`config.mk`:
```
export PLATFORM = sky130hd
export DESIGN_NAME = adc_calibration_control
export DESIGN_NICKNAME = d
export VERILOG_FILES = /design/src/include/adc_cal_pkg.sv /design/src/verilog/adc_calibration_control.sv
export VERILOG_INCLUDE_DIRS = /design/src /design/src/include
export SDC_FILE = /design/constraint.sdc
export NUM_CORES = 1
export LEC_CHECK = 0
export BUFFER_PORTS_ARGS = -buffer_cell sky130_fd_sc_hd__buf_2
export CAP_MARGIN = 20
export CORE_MARGIN = 3
export CORE_UTILIZATION = 55
export DETAILED_ROUTE_END_ITERATION = 8
export HOLD_SLACK_MARGIN = 0.08
export MAX_ROUTING_LAYER = met4
export PLACE_DENSITY = 0.79
export SLEW_MARGIN = 40
export SYNTH_ARGS = -nofsm -noshare
export SYNTH_HDL_FRONTEND = slang
export SYNTH_SLANG_ARGS = --single-unit
```
`constraint.sdc`:
```
create_clock -name clk -period 3.1 [get_ports clk]
set_input_delay 0.31 -clock clk [delete_from_list [all_inputs] [get_ports clk]]
set_output_delay 0.31 -clock clk [all_outputs]
set_load 0.005 [all_outputs]
```
`src/include/adc_cal_regs.svh`:
```
`ifndef ADC_CAL_REGS_SVH
`define ADC_CAL_REGS_SVH
// Register addresses and reset values on the special function bus
`define ADC_CAL_CONTROL_ADDR      8'hf5
`define ADC_CHANNEL_CONTROL_ADDR  8'hd8
`define ADC_CAL_CONTROL_RESET     8'h00
`define ADC_CHANNEL_CONTROL_RESET 8'h00
// Field positions in adc_cal_control
`define ADC_BUSY_BIT              7
`define ADC_GAIN_CAL_DISABLE_BIT  6
`define ADC_AVG_SEL_HI_BIT        5
`define ADC_AVG_SEL_LO_BIT        4
`define ADC_CAL_TYPE_BIT          1
`define ADC_CAL_START_BIT         0
// Field positions in adc_channel_control
`define ADC_SINGLE_CONVERT_BIT    4
// Averaging counts per selector code
`define ADC_AVG_CODE00            6'h0f
`define ADC_AVG_CODE01            6'h01
`define ADC_AVG_CODE10            6'h1f
`define ADC_AVG_CODE11            6'h3f
// Phase lengths in converter clocks
`define ADC_SYNC_CLKS             4'h1
`define ADC_CONV_CLKS             4'hf
`endif

```
`src/include/adc_cal_pkg.sv`:
```
`default_nettype none
package adc_cal_pkg;
    typedef struct packed {
        logic       write;
        logic       read;
        logic [7:0] addr;
        logic [7:0] wdata;
    } sfr_req_type;

    typedef enum logic [2:0] {
        S_IDLE,
        S_SYNC,
        S_TRACK,
        S_CONVERT,
        S_DONE
    } adc_state_type;
endpackage
`default_nettype wire

```
`src/verilog/adc_calibration_control.sv`:
```
`timescale 1ns/1ns
`default_nettype none
`include "adc_cal_regs.svh"

module adc_calibration_control #(
    parameter int RESULT_WIDTH = 12
) (
    input  wire logic                     clk,
    input  wire logic                     reset_n,
    // Special function register bus
    input  wire adc_cal_pkg::sfr_req_type sfrReq,
    output logic [7:0]                    sfrRdata,
    // Timing configuration from software
    input  wire logic [1:0]               acqTimeSel,
    input  wire logic [1:0]               clkDivSel,
    // Analog front end
    input  wire logic                     compIn,
    output logic [RESULT_WIDTH-1:0]       dacCode,
    output logic                          sampleTrack,
    output logic                          calActive,
    output logic                          calFullScale,
    output logic [3:0]                    chanSel,
    // Results
    output logic [RESULT_WIDTH-1:0]       result,
    output logic                          resultValid,
    output logic [RESULT_WIDTH+5:0]       calOffset,
    output logic [RESULT_WIDTH+5:0]       calGain
);
    localparam int AW = RESULT_WIDTH + 6;

    if (RESULT_WIDTH < 2 || RESULT_WIDTH > 14) begin : g_check
        $error("RESULT_WIDTH must fit inside the conversion phase");
    end

    function automatic logic [5:0] avgCount(input logic [1:0] sel);
        case (sel)
            2'b00:   avgCount = `ADC_AVG_CODE00;
            2'b01:   avgCount = `ADC_AVG_CODE01;
            2'b10:   avgCount = `ADC_AVG_CODE10;
            default: avgCount = `ADC_AVG_CODE11;
        endcase
    endfunction

    adc_cal_pkg::adc_state_type stateQ, stateD;
    logic [6:1]              ctlQ, ctlD;
    logic                    startQ, startD, sconvQ, sconvD, busyQ, busyD;
    logic [3:0]              chanQ, chanD, cntQ, cntD;
    logic [2:0]              divQ, divD;
    logic [5:0]              nQ, nD;
    logic [RESULT_WIDTH-1:0] sarQ, sarD, resQ, resD;
    logic [AW-1:0]           accQ, accD, offQ, offD, gainQ, gainD;
    logic                    validQ, validD, calQ, calD, typeQ, typeD, trackQ, trackD;
    logic [7:0]              rdQ, rdD;
    logic                    tick, wrCal, wrChan;
    logic [2:0]              divMax;

    // Converter clock is a divided tick so all state stays in one domain
    assign divMax = 3'((4'h1 << clkDivSel) - 4'h1);
    assign tick   = (divQ >= divMax);
    assign wrCal  = sfrReq.write && sfrReq.addr == `ADC_CAL_CONTROL_ADDR;
    assign wrChan = sfrReq.write && sfrReq.addr == `ADC_CHANNEL_CONTROL_ADDR;

    always_comb begin
        int idx;
        idx    = 0;
        stateD = stateQ;
        ctlD   = ctlQ;
        startD = startQ;
        sconvD = sconvQ;
        chanD  = chanQ;
        cntD   = cntQ;
        divD   = tick ? 3'h0 : divQ + 3'h1;
        nD     = nQ;
        sarD   = sarQ;
        resD   = resQ;
        accD   = accQ;
        offD   = offQ;
        gainD  = gainQ;
        validD = 1'b0;
        calD   = calQ;
        typeD  = typeQ;
        // Bit 7 is not stored; averaging is frozen while a calibration runs
        if (wrCal) begin
            ctlD = calQ ? {sfrReq.wdata[6], ctlQ[5:4], sfrReq.wdata[3:1]} : sfrReq.wdata[6:1];
            if (!busyQ) begin
                startD = sfrReq.wdata[`ADC_CAL_START_BIT];
            end
        end
        if (wrChan) begin
            chanD = sfrReq.wdata[3:0];
            if (!busyQ) begin
                sconvD = sfrReq.wdata[`ADC_SINGLE_CONVERT_BIT];
            end
        end
        case (stateQ)
            adc_cal_pkg::S_IDLE: begin
                if (startQ) begin
                    if (ctlQ[`ADC_CAL_TYPE_BIT] && ctlQ[`ADC_GAIN_CAL_DISABLE_BIT]) begin
                        startD = 1'b0;
                    end else begin
                        stateD = adc_cal_pkg::S_SYNC;
                        calD   = 1'b1;
                        typeD  = ctlQ[`ADC_CAL_TYPE_BIT];
                        nD     = 6'h0;
                        accD   = '0;
                        cntD   = 4'h0;
                        divD   = 3'h0;
                    end
                end else if (sconvQ) begin
                    stateD = adc_cal_pkg::S_SYNC;
                    calD   = 1'b0;
                    cntD   = 4'h0;
                    divD   = 3'h0;
                end
            end
            adc_cal_pkg::S_SYNC: begin
                if (tick) begin
                    cntD = cntQ + 4'h1;
                    if (cntQ + 4'h1 >= `ADC_SYNC_CLKS) begin
                        stateD = adc_cal_pkg::S_TRACK;
                        cntD   = 4'h0;
                    end
                end
            end
            adc_cal_pkg::S_TRACK: begin
                if (tick) begin
                    cntD = cntQ + 4'h1;
                    if (cntQ >= {2'b00, acqTimeSel}) begin
                        stateD = adc_cal_pkg::S_CONVERT;
                        cntD   = 4'h0;
                        sarD   = '0;
                        sarD[RESULT_WIDTH-1] = 1'b1;
                    end
                end
            end
            adc_cal_pkg::S_CONVERT: begin
                if (tick) begin
                    cntD = cntQ + 4'h1;
                    if (int'(cntQ) < RESULT_WIDTH) begin
                        idx = RESULT_WIDTH - 1 - int'(cntQ);
                        sarD[idx] = compIn;
                        if (idx != 0) begin
                            sarD[idx-1] = 1'b1;
                        end
                    end
                    if (cntQ + 4'h1 >= `ADC_CONV_CLKS) begin
                        stateD = adc_cal_pkg::S_DONE;
                        resD   = sarQ;
                        validD = !calQ;
                    end
                end
            end
            adc_cal_pkg::S_DONE: begin
                cntD = 4'h0;
                divD = 3'h0;
                if (!calQ) begin
                    stateD = adc_cal_pkg::S_IDLE;
                    sconvD = 1'b0;
                end else begin
                    accD = accQ + AW'(resQ);
                    nD   = nQ + 6'h1;
                    if (nQ + 6'h1 >= avgCount(ctlQ[`ADC_AVG_SEL_HI_BIT:`ADC_AVG_SEL_LO_BIT])) begin
                        stateD = adc_cal_pkg::S_IDLE;
                        startD = 1'b0;
                        calD   = 1'b0;
                        if (typeQ) begin
                            gainD = accQ + AW'(resQ);
                        end else begin
                            offD = accQ + AW'(resQ);
                        end
                    end else begin
                        stateD = adc_cal_pkg::S_SYNC;
                    end
                end
            end
            default: stateD = adc_cal_pkg::S_IDLE;
        endcase
        busyD  = stateD != adc_cal_pkg::S_IDLE;
        trackD = stateD == adc_cal_pkg::S_TRACK;
        rdD    = rdQ;
        if (sfrReq.read) begin
            if (sfrReq.addr == `ADC_CAL_CONTROL_ADDR) begin
                rdD = {busyQ, ctlQ, startQ};
            end else if (sfrReq.addr == `ADC_CHANNEL_CONTROL_ADDR) begin
                rdD = {3'b000, sconvQ, chanQ};
            end else begin
                rdD = 8'h00;
            end
        end
    end

    always_ff @(posedge clk or negedge reset_n) begin
        if (!reset_n) begin
            stateQ <= adc_cal_pkg::S_IDLE;
            ctlQ   <= 6'h00;
            startQ <= 1'b0;
            sconvQ <= 1'b0;
            busyQ  <= 1'b0;
            chanQ  <= 4'h0;
            cntQ   <= 4'h0;
            divQ   <= 3'h0;
            nQ     <= 6'h00;
            sarQ   <= '0;
            resQ   <= '0;
            accQ   <= '0;
            offQ   <= '0;
            gainQ  <= '0;
            validQ <= 1'b0;
            calQ   <= 1'b0;
            typeQ  <= 1'b0;
            trackQ <= 1'b0;
            rdQ    <= 8'h00;
        end else begin
            stateQ <= stateD;
            ctlQ   <= ctlD;
            startQ <= startD;
            sconvQ <= sconvD;
            busyQ  <= busyD;
            chanQ  <= chanD;
            cntQ   <= cntD;
            divQ   <= divD;
            nQ     <= nD;
            sarQ   <= sarD;
            resQ   <= resD;
            accQ   <= accD;
            offQ   <= offD;
            gainQ  <= gainD;
            validQ <= validD;
            calQ   <= calD;
            typeQ  <= typeD;
            trackQ <= trackD;
            rdQ    <= rdD;
        end
    end

    assign sfrRdata     = rdQ;
    assign dacCode      = sarQ;
    assign sampleTrack  = trackQ;
    assign calActive    = calQ;
    assign calFullScale = typeQ;
    assign chanSel      = chanQ;
    assign result       = resQ;
    assign resultValid  = validQ;
    assign calOffset    = offQ;
    assign calGain      = gainQ;
endmodule
`default_nettype wire

```
[Word level (Yosys, flattened, before mapping)]
Index checks and enable logic that the tools add are counted.
Word-level totals
  logic and storage cells: 153
  output and inout bits: 76
  register bits after elaboration: 119
Operators by class
  $lt $le $gt $ge: 10
  reduce and logical (&&, ||, !) cells: 22
  add/subtract/negate cells: 7
  shifts and indexed selects: 1
  eq/ne operators: 19
  bitwise logic cells: 4
  multiplexer cells: 70
Operator list (number)
  $mux 12: 5
  $mux 18: 3
  $mux 3: 13
  $pmux 18 s2: 1
  $mux 4: 8
  $reduce_bool 32->1: 1
  $mux 6: 5
  $pmux 12 s2: 1
  $mux 1: 22
  $pmux 4 s5: 1
  $add 18x12->18: 1
  $pmux 6 s3: 1
  $eq 8x8->1 const B: 2
  $ne 2x2->1 const B: 8
  $pmux 3 s5: 1
  $bwmux 12: 1
  $or 12x12->12: 1
  $pmux 6 s2: 1
  $reduce_and 4->1: 3
  $eq 3x2->1 const B: 3
  $reduce_and 3->1: 3
  $demux 1 s4: 2
  $mux 8: 1
  $add 6x1->6 const B: 1
  35 further kinds: 44

[Logic depth before layout (Yosys ltp)]
  depth after elaboration: 11
  gate-level depth with buffers: 12
  depth with buffers taken out: 10

[Least setup slack after synthesis]
OpenSTA, ideal clock, no wires.
  kind: register to register
  start point: register nQ[1]
  end point: register offQ[10], in the netlist calOffset[10]
  required time: 2.975 ns
  path slack: 0.540 ns
  arrival: 2.435 ns
  setup time: 0.125 ns
  stages on the path, launching flop included: 12
  path buffers: 2
  period minus slack after synthesis: 2.560 ns
  cell sequence: dfrtp_1 -> and3_1 -> nand3_1 -> xnor2_1 -> ha_1 -> nand4_1 -> and3_1 -> o21a_1 -> or3_1 -> buf_2 -> buf_6 -> mux2_4
Between the ends
  word-level cells in the longest chain between the ends: 3
RTL lines
  start, declared: RTL line adc_calibration_control.sv:49  | logic [5:0] nQ, nD;
  start signal, assigned: RTL line adc_calibration_control.sv:222  | nQ <= nD;
  $add 6x1->6: RTL line adc_calibration_control.sv:162  | if (nQ + 6'h1 >= avgCount(ctlQ[`ADC_AVG_SEL_HI_BIT:`ADC_AVG_SEL_LO_BIT])) begin
  $ge 6x6->1: RTL line adc_calibration_control.sv:162
  $reduce_and 4->1 (no source line)
  end signal, assigned: RTL line adc_calibration_control.sv:206  | offQ <= '0;
  end signal, assigned: RTL line adc_calibration_control.sv:226  | offQ <= offD;
  end, declared: RTL line adc_calibration_control.sv:51  | logic [AW-1:0] accQ, accD, offQ, offD, gainQ, gainD;
Every way passes these cells.
A chain may end at the register's enable or synchronous reset.

[Worst setup path in the final report]
  start point: register resQ[0], in the netlist result[0]
  end point: register gainQ[8], in the netlist calGain[8]
Between the ends
  word-level cells in the longest chain between the ends: 1
RTL lines
  start, declared: RTL line adc_calibration_control.sv:50  | logic [RESULT_WIDTH-1:0] sarQ, sarD, resQ, resD;
  start signal, assigned: RTL line adc_calibration_control.sv:224  | resQ <= resD;
  $add 18x12->18: RTL line adc_calibration_control.sv:167  | gainD = accQ + AW'(resQ);
  end signal, assigned: RTL line adc_calibration_control.sv:227  | gainQ <= gainD;
  end, declared: RTL line adc_calibration_control.sv:51
Every way passes these cells.

==> run_results.csv <==
group,metric,value,unit
outcome,status,"finished, final reports clean",
finish,regArea,2980,µm²
drt,routedWlPerCell,17.0,µm
critical_path,critical_path_buf_inv_count,1,
power,power.density,641,nW/µm²
power,p_int,3.40,mW
timing,setup_viol,0,
critical_path,critPathLaunchType,"flop",
synth,yosysUniqueCellTypes,67,
global_routing,grt_max_degree,69,
power,power.share.switching,30.3,%
placement,port_buffers,99,
global_routing,antenna_found_initial,0,
job,drv_cap,0,
clock_tree,cts_tree,"built",
clock_tree,clock_latency,0.42,ns
timing,setup-tns-final,0,ns
timing,rsz0062_at_grt,"false",
synth,seq_area_frac_synth,46.6,%
timing,hold_ws,0.113,ns
drt,ant_nets,0,
drt,dr.pass1.iters,5,
synth,synth_ff_type,"dfrtp_1",
critical_path,end_kind,"flop",
global_routing,grt_first_pass_wirelength,25.2,mm
power,p_clk_share,40.9,%
power,total_leakage_power,3.92,nW
clock_tree,htreeDepth,4,
synth,syn_inst,635,
floorplan,die_y,114,µm
critical_path,crit_path_max_fanout,3,
floorplan,dieArea,12900,µm²
timing,period_minus_slack,2.80,ns
timing,period_share,90.3,%
timing,slew_violations,0,
finish,fillers,811,
critical_path,cp_data_required_time,3.36,ns
timing,maxSlewHeadroom,53.6,%
clock_tree,clkSinkCount,119,
clock_tree,path_clk_slew,0.05,ns
floorplan,initial_core_util,57.7,%
global_routing,grt_overflow,0,
drt,finalWirelength,15.1,mm
timing,worst-slew-pin-transition,0.692,ns
hold_path,hp-class,"in2reg",
drt,vias,5279,
synth,syn_avg_cell_area,10.1,µm²
finish,multi_input_area,3130,µm²
drt,drtIter0Drc,349,
synth,synth.yosys.warnings,0,
power,seqPwrFrac,37.4,%
power,total_power,4.88,mW
power,ir_worst_vdd,0.535,mV
critical_path,slowest_delay,0.60,ns
power,power_frac_comb,21.7,%
placement,gp_congestion,0.954,
synth,synth_area,6390,µm²
critical_path,critPathSlowestCell,"a311oi_1",
clock_tree,numCtsBuffers,17,
floorplan,placementRows,38,
clock_tree,cts.path.max_buffers,2,
drt,drc,0,
floorplan,io_pins,101,
placement,placed_area,7000,µm²
placement,dp.final_hpwl,10.7,mm
finish,final_area,7610,µm²
drt,viasPerCell,5.93,
synth,ys_seq_elements,119,
finish,final_nets,796,
synth,async_flop_share,100,%
timing,fin_skew,0.00639,ns
finish,drive_gt1_share,25.6,%
floorplan,fp.dieW,114,µm
timing,hold_viol,0,
synth,synth_edf_count,0,
finish,area_delta_synth_final,19.2,%
global_routing,first_global_vias,5101,
critical_path,critPathArrivalTime,3.06,ns
power,p_sw,1.48,mW
clock_tree,cts_root_buffer,"clkbuf_16",
global_routing,grtUsageTotal,25.3,%
critical_path,critPathKind,"reg2reg",
synth,syn-num-nets,694,
finish,diodes,0,
critical_path,path_cells,"ha_1 -> inv_1 -> fa_1 -> nor2b_1 -> o2111ai_1 -> a21boi_0 -> nor4_1 -> a311oi_1 -> o21ai_0",
floorplan,core-area,11100,µm²
critical_path,worst_path_dominant_cell_family,"compound AO/OA/AOI/OAI gates",
timing,fmax,357,MHz
## cell families (layout without fill, tap and decap cells)
group	after synthesis	count (layout)	share of synthesized area (%)
buffers and inverters	62	177	4.51
xor gates and xnor gates	19	19	2.61
adders and majority gates	34	34	6.78
and+or+nand+nor	199	199	15.1
AOI/OAI and AO/OA	160	160	16.5
DFF	119	119	46.6
muxes	42	42	7.82
## layer usage
metal  global-route usage [%]  routed length, µm  vias up
met5                        -                  0        -
li1                         -                  -     2475
met2                     40.5               7420      200
met1                     31.9               6450     2574
met3                     6.10                948       30
met4                     7.85                280        0
## worst paths after layout
path / slack (ns) / startpoint / cells past startpoint / to
max: 0.30 / result[0] / 9 / calGain[8]
min: 0.11 / sfrReq[5] / 3 / ctlQ[5]
max reg2reg: 0.30 / result[0] / 9 / calGain[8]
min reg2reg: 0.47 / calGain[3] / 2 / calGain[3]
max in group asynchronous: 1.87 / reset_n / 3 / result[8]
min in group asynchronous: 0.46 / reset_n / 2 / calGain[14]
## layout make-up
cell class	count	area share, %
sequential	119	39.1
clock inverter	10	1.64
clock buffer	22	6.23
timing repair buffer	112	8.02
inverter	33	1.63
tap	140	2.30
multi-input combinational	454	41.1
## timing repair
item | 4_1_cts | 5_1_grt
buffers inserted | 0 | 0
gates resized for setup | 0 | 2
endpoints found under the setup margin | 0 | 7
hold buffers | 1 | 0
hold endpoints to repair | 51 | 0
## state kept, by name, indices dropped and copies added, names as in the netlist
name and flops:
stateQ 3, resultValid 1, cntQ 4, busyQ 1, calOffset 18, nQ 6, result 12, startQ 1
calActive 1, chanSel 4, ctlQ 6, sconvQ 1, sampleTrack 1, calFullScale 1, calGain 18, dacCode 12
sfrRdata 8, divQ 3, accQ 18
## Yosys cell counts (9+ instances only)
cell type	instances	area share [%]
o21ai_0	52	4.1
a22o_1	18	2.5
nor2_1	35	2.1
nand3_1	24	1.9
nand2_1	79	4.6
clkbuf_1	16	0.94
xnor2_1	11	1.5
inv_1	33	1.9
a21oi_1	28	2.2
ha_1	33	6.5
dfrtp_1	119	47
mux2_2	27	4.8
mux2_4	9	2.1
## stage by stage
step	utilization (%)	cells	worst slack, ns
floorplan	-	635	0.540
global placement	63.2	857	0.343
detailed placement	63.2	857	0.276
CTS	68.7	890	0.187
global route	68.7	890	0.118
finish	68.7	890	0.302
## power by group through the flow
stage	clock (mW)	sequential (mW)	combinational, mW
final	2.00	1.82	1.06
after global routing	2.10	1.84	1.18
after CTS	2.01	1.82	1.05
after detailed placement	0	1.84	1.03
after global placement	0	1.83	1.01
after floorplan	0	1.79	0.779
## cells in the final DEF (no fill, tap or decap), types with 3 or more instances in the layout
master     instances
a21oi_1           28
clkbuf_8           3
or3_1              7
nor4_1             4
nand3_1           24
o221ai_1           3
bufinv_16          3
buf_2             98
a22oi_1            5
clkinv_2           7
dfrtp_1          119
inv_1             33
nand4b_1           3
o21ai_0           52
nor2_1            35
nor2b_1            6
and3_1             6
mux2_2            27
clkbuf_16         17
nand2b_1           5
a22o_1            18
o31ai_1            4
mux2i_1            6
xor2_1             8
o211ai_1           4
ha_1              33
nand2_1           79
nand4_1            8
o21a_1             7
a21o_1             6
buf_4             12
xnor2_1           11
a31oi_1            5
o2111ai_1          3
mux2_4             9
nor3_1             7
## worst reg2reg max path, cell delays in order (launching register included)
cell and delay [ns]:
dfrtp_1 0.40, ha_1 0.20, inv_1 0.06, fa_1 0.39, nor2b_1 0.20, o2111ai_1 0.18, a21boi_0 0.31, nor4_1 0.09
a311oi_1 0.61, o21ai_0 0.21
Note: power is estimated with default switching activity, not from simulation.
